`config.mk`:
```
export PLATFORM = sky130hd
export DESIGN_NAME = tptd_transfer_decode
export DESIGN_NICKNAME = d
export VERILOG_FILES = /design/src/verilog/tptd_pkg.sv /design/src/verilog/tptd_nibble_reg.sv /design/src/verilog/tptd_transfer_decode.sv
export VERILOG_INCLUDE_DIRS = /design/src /design/src/verilog
export SDC_FILE = /design/constraint.sdc
export NUM_CORES = 1
export LEC_CHECK = 0
export ABC_AREA = 1
export ABC_CLOCK_PERIOD_IN_PS = 3250
export BUFFER_PORTS_ARGS = -buffer_cell sky130_fd_sc_hd__buf_4
export CAP_MARGIN = 40
export CORE_UTILIZATION = 56
export CTS_CLUSTER_SIZE = 16
export DETAILED_ROUTE_END_ITERATION = 12
export GPL_ROUTABILITY_DRIVEN = 0
export PLACE_DENSITY_LB_ADDON = 0.12
export SYNTH_ARGS = -nofsm -noshare
export SYNTH_HDL_FRONTEND = slang
export SYNTH_SLANG_ARGS = --single-unit
```
`constraint.sdc`:
```
create_clock -name clk -period 3.25 [get_ports clk]
set_input_delay 0.325 -clock clk [delete_from_list [all_inputs] [get_ports clk]]
set_output_delay 0.325 -clock clk [all_outputs]
set_load 0.01 [all_outputs]
```
`src/verilog/tptd_consts.svh`:
```
// Constants for the pointer, counter and stack transfer decoder
`ifndef TPTD_CONSTS_SVH
`define TPTD_CONSTS_SVH

// ----------------------------------------------------------------
// Opcode encodings
// ----------------------------------------------------------------
`define TPTD_OP_LOAD 8'h6A
`define TPTD_OP_STORE 8'h69
`define TPTD_GROUP_PREFIX 4'hF

// ----------------------------------------------------------------
// Selector encodings (low nibble of the second byte)
// ----------------------------------------------------------------
`define TPTD_SEL_PTR_LO 4'hC
`define TPTD_SEL_PTR_MID 4'hD
`define TPTD_SEL_PTR_HI 4'hE
`define TPTD_SEL_CNT1_LO 4'h4
`define TPTD_SEL_CNT1_MID 4'h5
`define TPTD_SEL_CNT1_HI 4'h6
`define TPTD_SEL_CNT2_LO 4'h8
`define TPTD_SEL_CNT2_MID 4'h9
`define TPTD_SEL_CNT2_HI 4'hA
`define TPTD_SEL_STACK 4'hF

// ----------------------------------------------------------------
// Field positions, sizes and reset values
// ----------------------------------------------------------------
`define TPTD_NIB_LO 2'h0
`define TPTD_NIB_MID 2'h1
`define TPTD_NIB_HI 2'h2
`define TPTD_PREFIX_MSB 7
`define TPTD_PREFIX_LSB 4
`define TPTD_SEL_MSB 3
`define TPTD_SEL_LSB 0
`define TPTD_INSTR_BYTES 2
`define TPTD_INSTR_CYCLES 2
`define TPTD_WIDE_RESET 12'h000
`define TPTD_NIB_RESET 4'h0
`define TPTD_STATUS_SET 1'b1

`endif

```
`src/verilog/tptd_pkg.sv`:
```
// Types shared by the transfer decoder files
`default_nettype none

package tptd_pkg;

    // Two-byte sequence; Gray along fetch-op -> fetch-selector -> fetch-op
    typedef enum logic [1:0]
    {
        TPTD_FETCH_OP = 2'b00,
        TPTD_FETCH_SEL = 2'b01
    } tptd_state_t;

    typedef enum logic [1:0]
    {
        TPTD_TGT_PTR = 2'b00,
        TPTD_TGT_CNT1 = 2'b01,
        TPTD_TGT_CNT2 = 2'b10,
        TPTD_TGT_STACK = 2'b11
    } tptd_target_t;

    typedef logic [1:0] tptd_nib_t;

endpackage

`default_nettype wire

```
`src/verilog/tptd_nibble_reg.sv`:
```
// Twelve-bit register written one nibble at a time
`default_nettype none
`include "tptd_consts.svh"

module tptd_nibble_reg
    import tptd_pkg::*;
(
    // Clock and reset
    input wire logic clk,
    input wire logic rst_n,
    // Nibble write
    input wire logic wrEn,
    input wire tptd_nib_t wrSel,
    input wire logic [3:0] wrData,
    // Whole value
    output logic [11:0] value
);

    logic [3:0] nib_q [3];
    logic [3:0] nib_d [3];

    // ----------------------------------------------------------------
    // Per-nibble storage
    // ----------------------------------------------------------------
    for (genvar g = 0; g < 3; g++)
    begin : gen_nib
        always_comb
        begin
            nib_d[g] = nib_q[g];
            if (wrEn && (wrSel == tptd_nib_t'(g)))
            begin
                nib_d[g] = wrData; // RULE_09
            end
        end

        always_ff @(posedge clk)
        begin
            if (!rst_n)
            begin
                nib_q[g] <= `TPTD_NIB_RESET;
            end
            else
            begin
                nib_q[g] <= nib_d[g];
            end
        end

        assign value[g*4 +: 4] = nib_q[g];
    end
endmodule

`default_nettype wire

```
`src/verilog/tptd_transfer_decode.sv`:
```
// Decode and execute of accumulator transfers to pointer, counters and stack
// Function
// RULE_01 - Byte one 6A with selector prefix F decodes a load into accumulator
// RULE_02 - Byte one 69 with selector prefix F stores accumulator into target nibble
// RULE_03 - Selectors C, D, E reach low, middle, high data pointer nibbles
// RULE_04 - Selectors 4, 5, 6 reach low, middle, high counter one nibbles
// RULE_05 - Selectors 8, 9, A reach low, middle, high counter two nibbles
// RULE_06 - Selector F moves the whole stack index to or from accumulator
// RULE_07 - Every transfer takes two bytes and two instruction cycles
// RULE_08 - Loads update zero flag, stores keep it; carry untouched; status set
// RULE_09 - A counter nibble store leaves the other two nibbles unchanged
`default_nettype none
`include "tptd_consts.svh"

module tptd_transfer_decode
    import tptd_pkg::*;
(
    // Clock and reset
    input wire logic clk,
    input wire logic rst_n,
    // Program byte stream, one byte per instruction cycle
    input wire logic codeValid,
    input wire logic [7:0] codeByte,
    // Accumulator
    input wire logic [3:0] accIn,
    output logic accLoad,
    output logic [3:0] accData,
    // Flags
    output logic zeroFlagLoad,
    output logic zeroFlagData,
    output logic statusFlagSet,
    // Sequence status
    output logic instrBusy,
    output logic instrDone,
    output logic selectorReject,
    // Register contents
    output logic [11:0] dataPointerReg,
    output logic [11:0] counterOneReg,
    output logic [11:0] counterTwoReg,
    output logic [3:0] stackIndexReg
);

    tptd_state_t state_q, state_d;
    logic isStore_q, isStore_d;
    logic accLoad_q, accLoad_d;
    logic [3:0] accData_q, accData_d;
    logic zeroLoad_q, zeroLoad_d;
    logic zeroData_q, zeroData_d;
    logic statusSet_q, statusSet_d;
    logic done_q, done_d;
    logic reject_q, reject_d;
    logic [3:0] stack_q, stack_d;

    logic [3:0] selCode;
    logic prefixOk;
    logic selValid;
    tptd_target_t target;
    tptd_nib_t nibSel;
    logic [3:0] readNib;
    logic execute;
    logic ptrWr, cnt1Wr, cnt2Wr;

    // ----------------------------------------------------------------
    // Selector decode
    // ----------------------------------------------------------------
    assign selCode = codeByte[`TPTD_SEL_MSB:`TPTD_SEL_LSB];
    assign prefixOk = (codeByte[`TPTD_PREFIX_MSB:`TPTD_PREFIX_LSB] == `TPTD_GROUP_PREFIX);

    always_comb
    begin
        selValid = 1'b1;
        target = TPTD_TGT_PTR;
        nibSel = `TPTD_NIB_LO;
        unique case (selCode)
            `TPTD_SEL_PTR_LO, `TPTD_SEL_PTR_MID, `TPTD_SEL_PTR_HI:
                target = TPTD_TGT_PTR; // RULE_03
            `TPTD_SEL_CNT1_LO, `TPTD_SEL_CNT1_MID, `TPTD_SEL_CNT1_HI:
                target = TPTD_TGT_CNT1; // RULE_04
            `TPTD_SEL_CNT2_LO, `TPTD_SEL_CNT2_MID, `TPTD_SEL_CNT2_HI:
                target = TPTD_TGT_CNT2; // RULE_05
            `TPTD_SEL_STACK: target = TPTD_TGT_STACK; // RULE_06
            // Codes 0-3, 7 and B have no target in this group
            default: selValid = 1'b0;
        endcase
        // Nibble position is shared by all three wide registers
        unique case (selCode)
            `TPTD_SEL_PTR_MID, `TPTD_SEL_CNT1_MID, `TPTD_SEL_CNT2_MID: nibSel = `TPTD_NIB_MID;
            `TPTD_SEL_PTR_HI, `TPTD_SEL_CNT1_HI, `TPTD_SEL_CNT2_HI: nibSel = `TPTD_NIB_HI;
            default: nibSel = `TPTD_NIB_LO;
        endcase
    end

    // Read side: nibble of the addressed register
    always_comb
    begin
        unique case (target)
            TPTD_TGT_PTR: readNib = dataPointerReg[nibSel*4 +: 4];
            TPTD_TGT_CNT1: readNib = counterOneReg[nibSel*4 +: 4];
            TPTD_TGT_CNT2: readNib = counterTwoReg[nibSel*4 +: 4];
            TPTD_TGT_STACK: readNib = stack_q;
        endcase
    end

    // ----------------------------------------------------------------
    // Two-byte sequencer and execute
    // ----------------------------------------------------------------
    assign execute = (state_q == TPTD_FETCH_SEL) && codeValid && prefixOk && selValid;
    assign ptrWr = execute && isStore_q && (target == TPTD_TGT_PTR); // RULE_02
    assign cnt1Wr = execute && isStore_q && (target == TPTD_TGT_CNT1); // RULE_02
    assign cnt2Wr = execute && isStore_q && (target == TPTD_TGT_CNT2); // RULE_02

    always_comb
    begin
        state_d = state_q;
        isStore_d = isStore_q;
        accLoad_d = 1'b0;
        accData_d = accData_q;
        zeroLoad_d = 1'b0;
        zeroData_d = zeroData_q;
        statusSet_d = 1'b0;
        done_d = 1'b0;
        reject_d = 1'b0;
        stack_d = stack_q;
        unique case (state_q)
            TPTD_FETCH_OP:
            begin
                // Other first bytes belong to other groups and are ignored here
                if (codeValid && (codeByte == `TPTD_OP_LOAD || codeByte == `TPTD_OP_STORE))
                begin
                    state_d = TPTD_FETCH_SEL; // RULE_07
                    isStore_d = (codeByte == `TPTD_OP_STORE);
                end
            end
            TPTD_FETCH_SEL:
            begin
                if (codeValid)
                begin
                    state_d = TPTD_FETCH_OP;
                    if (execute)
                    begin
                        done_d = 1'b1; // RULE_07
                        statusSet_d = `TPTD_STATUS_SET; // RULE_08
                        if (isStore_q)
                        begin
                            if (target == TPTD_TGT_STACK)
                            begin
                                stack_d = accIn; // RULE_06
                            end
                        end
                        else
                        begin
                            accLoad_d = 1'b1; // RULE_01
                            accData_d = readNib; // RULE_01
                            zeroLoad_d = 1'b1; // RULE_08
                            zeroData_d = (readNib == `TPTD_NIB_RESET); // RULE_08
                        end
                    end
                    else
                    begin
                        reject_d = 1'b1;
                    end
                end
            end
        endcase
    end

    always_ff @(posedge clk)
    begin
        if (!rst_n)
        begin
            state_q <= TPTD_FETCH_OP;
            isStore_q <= 1'b0;
            accLoad_q <= 1'b0;
            accData_q <= `TPTD_NIB_RESET;
            zeroLoad_q <= 1'b0;
            zeroData_q <= 1'b0;
            statusSet_q <= 1'b0;
            done_q <= 1'b0;
            reject_q <= 1'b0;
            stack_q <= `TPTD_NIB_RESET;
        end
        else
        begin
            state_q <= state_d;
            isStore_q <= isStore_d;
            accLoad_q <= accLoad_d;
            accData_q <= accData_d;
            zeroLoad_q <= zeroLoad_d;
            zeroData_q <= zeroData_d;
            statusSet_q <= statusSet_d;
            done_q <= done_d;
            reject_q <= reject_d;
            stack_q <= stack_d;
        end
    end

    // ----------------------------------------------------------------
    // Nibble-addressed registers
    // ----------------------------------------------------------------
    tptd_nibble_reg u_pointer
    (
        .clk(clk),
        .rst_n(rst_n),
        .wrEn(ptrWr),
        .wrSel(nibSel),
        .wrData(accIn),
        .value(dataPointerReg)
    );

    tptd_nibble_reg u_counter_one
    (
        .clk(clk),
        .rst_n(rst_n),
        .wrEn(cnt1Wr),
        .wrSel(nibSel),
        .wrData(accIn),
        .value(counterOneReg)
    );

    tptd_nibble_reg u_counter_two
    (
        .clk(clk),
        .rst_n(rst_n),
        .wrEn(cnt2Wr),
        .wrSel(nibSel),
        .wrData(accIn),
        .value(counterTwoReg)
    );

    // Carry is never driven: the flag stays with the core untouched
    assign accLoad = accLoad_q;
    assign accData = accData_q;
    assign zeroFlagLoad = zeroLoad_q;
    assign zeroFlagData = zeroData_q;
    assign statusFlagSet = statusSet_q;
    assign instrBusy = (state_q == TPTD_FETCH_SEL);
    assign instrDone = done_q;
    assign selectorReject = reject_q;
    assign stackIndexReg = stack_q;
endmodule

`default_nettype wire

```
# ---- After elaboration in Yosys (flattened, before gate mapping)
# Memories as Yosys holds them, arrays and structs flattened.
# Cells that the tools add are included.
dict set report word_totals {
  ram_bits 36
  word_cells 108
  reg_bits 15
  n_memories 3
  input_bits 15
  output_inout_bits 51
}
# name depth word_bits read_ports rd_ports_with_merged_regs write_ports line
set mem_list {}
lappend mem_list {u_counter_one.nib_q 3 4 3 0 3 tptd_nibble_reg.sv:19} ;# logic [3:0] nib_q [3];
lappend mem_list {u_counter_two.nib_q 3 4 3 0 3 tptd_nibble_reg.sv:19}
lappend mem_list {u_pointer.nib_q 3 4 3 0 3 tptd_nibble_reg.sv:19}
dict set report classes {
  bitwise_logic 10
  n_shift 3
  reduce_logical 33
  eq_ne 21
  mux 30
}
# operator count
set op_table {}
lappend op_table {{two-way mux 4 bit} 18}
lappend op_table {{variable part select 12 x 5 -> 4 bit} 3}
lappend op_table {{== test 4 bit (second input constant)} 8}
lappend op_table {{logical AND 1 bit} 17}
lappend op_table {{== test 8 x 7 -> 1 bit (second input constant)} 2}
lappend op_table {{case mux 4 bit (4 select lines)} 1}
lappend op_table {{== test 4 x 3 -> 1 bit (second input constant)} 3}
lappend op_table {{OR reduction 3 bit} 4}
lappend op_table {{OR reduction 10 bit} 1}
lappend op_table {{OR 1 bit} 9}
lappend op_table {{case mux 2 bit (2 select lines)} 2}
lappend op_table {{AND reduction 4 bit} 2}
lappend op_table {{== test 2 x 1 -> 1 bit (second input constant)} 3}
lappend op_table {{== test 2 bit (second input constant)} 3}
lappend op_table {{zero test 2 bit} 3}
lappend op_table {{two-way mux 1 bit} 6}
lappend op_table {{case mux 2 bit (3 select lines)} 1}
lappend op_table {{AND reduction 5 bit} 1}
lappend op_table {{zero test 4 bit} 1}
lappend op_table {{two-way mux 2 bit} 2}
lappend op_table {{inequality test 2 bit (second input constant)} 2}
lappend op_table {{AND reduction 2 bit} 2}
lappend op_table {{AND reduction 3 bit} 1}
lappend op_table {{logical OR 1 bit} 1}
lappend op_table {{NOT 1 bit} 1}

# ---- Longest topological paths before layout
dict set report logic_depth {
  depth_word 9
  mapped_depth 16
  depth_no_buf 15
}

# ---- Cells and area by module
# From an unflattened synthesis, not the netlist that was laid out.
dict set report unflattened {
  hier_cells 429
  hier_area_um2 2812.7
}
# mod cells_per_inst area_per_inst_um2 n_inst
set by_module_without_submodules {}
lappend by_module_without_submodules {tptd_nibble_reg 79 545.5 3}
lappend by_module_without_submodules {tptd_transfer_decode 192 1176.1 1}

# ---- Worst setup path after synthesis
# OpenSTA, ideal clock, no wires.
dict set report synth_timing {
  path_kind {in2reg}
  startpoint {input port codeByte[0]}
  endpoint {register accData_q[1], in the netlist accData[1]}
  path_stages 13
  required_time_ns 3.134
  slack_ns 1.087
  setup_time_ns 0.116
  arrival_time_ns 2.047
  cell_sequence {nand2_1 -> inv_2 -> o21ai_0 -> inv_1 -> ha_1 -> buf_2 -> or2_2 -> nand3_1 -> nand3_1 -> a21oi_1 -> nand2_1 -> o211ai_1 -> inv_1}
}
dict set report synth_between {
  elab_chain_len 5
  word_cells_on_any_way 28
}
# item line
set synth_rtl {}
lappend synth_rtl {{from (decl)} tptd_transfer_decode.sv:23} ;# input wire logic [7:0] codeByte,
lappend synth_rtl {{== test 4 bit (tied with other cells)} {tptd_transfer_decode.sv:74, tptd_transfer_decode.sv:86}}
lappend synth_rtl {{OR reduction 3 bit (tied with other cells)} tptd_transfer_decode.sv:86} ;# unique case (selCode)
lappend synth_rtl {{case mux 2 bit (2 select lines) (tied with other cells)} tptd_transfer_decode.sv:86}
lappend synth_rtl {{variable part select 12 x 5 -> 4 bit (tied with other cells)} tptd_transfer_decode.sv:99} ;# TPTD_TGT_CNT2: readNib = counterTwoReg[nibSel*4 +: 4];
lappend synth_rtl {{case mux 4 bit (4 select lines) / AND reduction 4 bit (equally long branches)} -}
lappend synth_rtl {{to (signal assigned)} tptd_transfer_decode.sv:174} ;# accData_q <= `TPTD_NIB_RESET;
lappend synth_rtl {{to (signal assigned)} tptd_transfer_decode.sv:187} ;# accData_q <= accData_d;
lappend synth_rtl {{to (decl)} tptd_transfer_decode.sv:46} ;# logic [3:0] accData_q, accData_d;
# Several ways; a longest one is shown, not always the timed one.
# A chain may end at the register's enable or synchronous reset.

# ---- Worst setup path after layout
# Same ends and word-level chain as after synthesis.

==> impl_metrics.json <==
{
  "end_kind": "register",
  "ys_types": 29,
  "synthSimpleGateAreaFrac": 0.285,
  "synth_area_sq_mm": 0.00240,
  "slew_headroom": 0.583,
  "cts_buffer_depth": 2,
  "fin_crit_sh": 0.730,
  "synth_nets": 330,
  "wl_per_cell_um": 13.6,
  "yosys.area.top_type": "dfxtp_1",
  "worstPathArrival_ns": 2.58,
  "cp_top_family": "adder cells",
  "period_needed_ns": 2.37,
  "via_count": 2328,
  "setup_viol": 0,
  "cts_sinks": 50,
  "synth-edff-count": 0,
  "powerDensity_mw_per_mm2": 396,
  "port_buffers": 65,
  "via_per_inst": 5.50,
  "tightest_slew_ns": 0.626,
  "dr.pass1.iters": 4,
  "netlist_instances": 311,
  "yosysSeqAreaShare": 0.417,
  "core_sq_mm": 0.00406,
  "synthFlopType": "dfxtp_1",
  "ctsResizeCount": 0,
  "hold_violations": 0,
  "path_clk_slew_ns": 0.09,
  "tns_ns": 0,
  "die_x_um": 67.5,
  "hold_path_class": "in -> reg",
  "cts_tree": "built",
  "nNetsFinal": 391,
  "synthXorXnorAreaFrac": 0,
  "start_kind": "primary input",
  "grt_antenna_before_repair": 0,
  "critPathSlowestCell": "ha_1",
  "cp.required_ns": 3.46,
  "antenna_cells": 0,
  "first_iter_violations": 138,
  "syn_area_per_cell_sq_um": 7.72,
  "cts_hold_buf": 0,
  "ant_nets": 0,
  "drive_above_1_share": 0.271,
  "synth_top_family_by_area": "simple AND/OR/NAND/NOR gates",
  "synth_top_area_share": 0.417,
  "die_area_sq_mm": 0.00456,
  "grt_overflow": 0,
  "ir_worst_vdd_uv": 297,
  "grt_setup_unrepaired": "false",
  "synth_fa_ha_area_frac": 0.0208,
  "place_hpwl_mm": 4.17,
  "rows": 23,
  "die_h_um": 67.5,
  "post-cts-setup-buffers": 0,
  "status": "completed",
  "slew_violations": 0,
  "synth-async-reset-ratio": 0,
  "synthMuxAreaShare": 0,
  "cts_made_buffers": 5,
  "crit_path_max_incr_delay_ns": 0.70,
  "holdWs_ns": 0.318,
  "synth-compound-area-share": 0.215,
  "clk_latency_ns": 0.31,
  "grt_pass1_wl_mm": 9.19,
  "p_leak_nw": 1.43,
  "ys_warn_count": 0,
  "drc": 0,
  "grt_usage": 0.272,
  "finClkSkew_ns": 0.00847,
  "synth-seq-cells": 50,
  "ys_top_cells_by_area": "dfxtp_1 (42%), a21oi_1 (10%), nand2_1 (8.0%)",
  "crit_chain": "buf_4 -> nand2_1 -> inv_2 -> o21ai_0 -> inv_1 -> ha_1 -> inv_1 -> nand2_1 -> nand3_1 -> nor2_1 -> nor2_1 -> a21oi_1 -> nand2_1 -> o211ai_1 -> inv_1",
  "grt_max_degree": 46,
  "path_class": "in -> reg",
  "htree_num_levels": 2,
  "drt-total-wl_mm": 5.73,
  "grt_pass1_vias": 1997,
  "cts-root-buf": "clkbuf_8",
  "areaGrowthSynthToFinish_pct": 24.9,
  "path_buf_inv": 5,
  "crit_fanout": 23,
  "pin_count": 66,
  "max_freq_ghz": 0.422,
  "start_util": 0.592,
  "drv_cap": 0
}
## metrics by stage
stage	power, mW	std cells	instance area, sq um	worst slack [ns]	utilization
floorplan	0.726	311	2400	1.09	-
global placement	0.761	415	2890	0.670	0.713
detailed placement	0.764	415	2890	0.547	0.713
CTS	1.19	423	3000	0.867	0.739
global route	1.23	423	3000	0.600	0.739
finish	1.19	423	3000	0.878	0.739
## metal layers
| metal | wire length [um] | GRT usage | vias to the layer above |
|---|---|---|---|
| li1 | - | - | 1173 |
| met1 | 2670 | 0.361 | 1060 |
| met2 | 2620 | 0.431 | 79 |
| met3 | 331 | 0.0490 | 16 |
| met4 | 114 | 0.109 | 0 |
| met5 | 0 | 0 | - |
## cell type report
type	instances	area, sq um
Fill cell	329	1060
Multi-Input combinational cell	226	1250
Clock inverter	3	40.0
Clock buffer	5	68.8
Tap cell	50	62.6
Inverter	24	90.1
Timing Repair Buffer	65	488
Sequential cell	50	1000
## layout by cell type, fill, tap and decap left out, drive strengths merged
cell type	Yosys	layout
bufinv	0	1
nor3	1	1
nand3	21	21
o211ai	1	1
nand4	4	4
nor2	30	30
dfxtp	50	50
inv	20	20
clkbuf	6	5
a21oi	50	50
clkinv	4	6
o21ai	46	46
buf	5	65
a2111oi	1	1
a211oi	1	1
nor4	2	2
or2	7	7
nand2	58	58
ha	4	4
## power breakdown
part	switching (mW)	internal, mW	total [mW]
clock	0.212	0.227	0.439
sequential	0.0000794	0.612	0.612
combinational	0.0901	0.0477	0.138
## path summary, 6_finish.rpt
path / start / endpoint / slack (ns) / cells after the start
max: codeByte[0] / accData[1] / 0.88 / 15
min: codeValid / state_q[0] / 0.32 / 4
max reg2reg: state_q[0] / u_counter_two.nib_q[2][0] / 1.74 / 8
min reg2reg: isStore_q / zeroFlagLoad / 0.48 / 1
## cell families after synthesis
logic type,count (synthesis)
adders and majority gates,4
DFF,50
AOI/OAI and AO/OA,99
buffers and inverters,35
and+or+nand+nor,123
## cell usage after synthesis, drive strengths merged (2+ instances only)
cell type / number
a21oi: 50
o21ai: 46
buf: 5
clkbuf: 6
nor2: 30
nand2: 58
or2: 7
dfxtp: 50
inv: 20
nand4: 4
nor4: 2
clkinv: 4
nand3: 21
ha: 4
## worst reg2reg max path, delay by kind of cell (launching register included)
kind            cells  cell delay [ns]
simple gates        6             0.84
compound gates      2             0.22
flops               1             0.38
## registers in the layout (all words and copies together) (netlist names)
name,flops
zeroFlagData,1
stackIndexReg,4
u_counter_two.nib_q,12
selectorReject,1
instrDone,1
state_q,1
isStore_q,1
zeroFlagLoad,1
u_pointer.nib_q,12
u_counter_one.nib_q,12
accData,4
(Power assumes the default switching activity.)
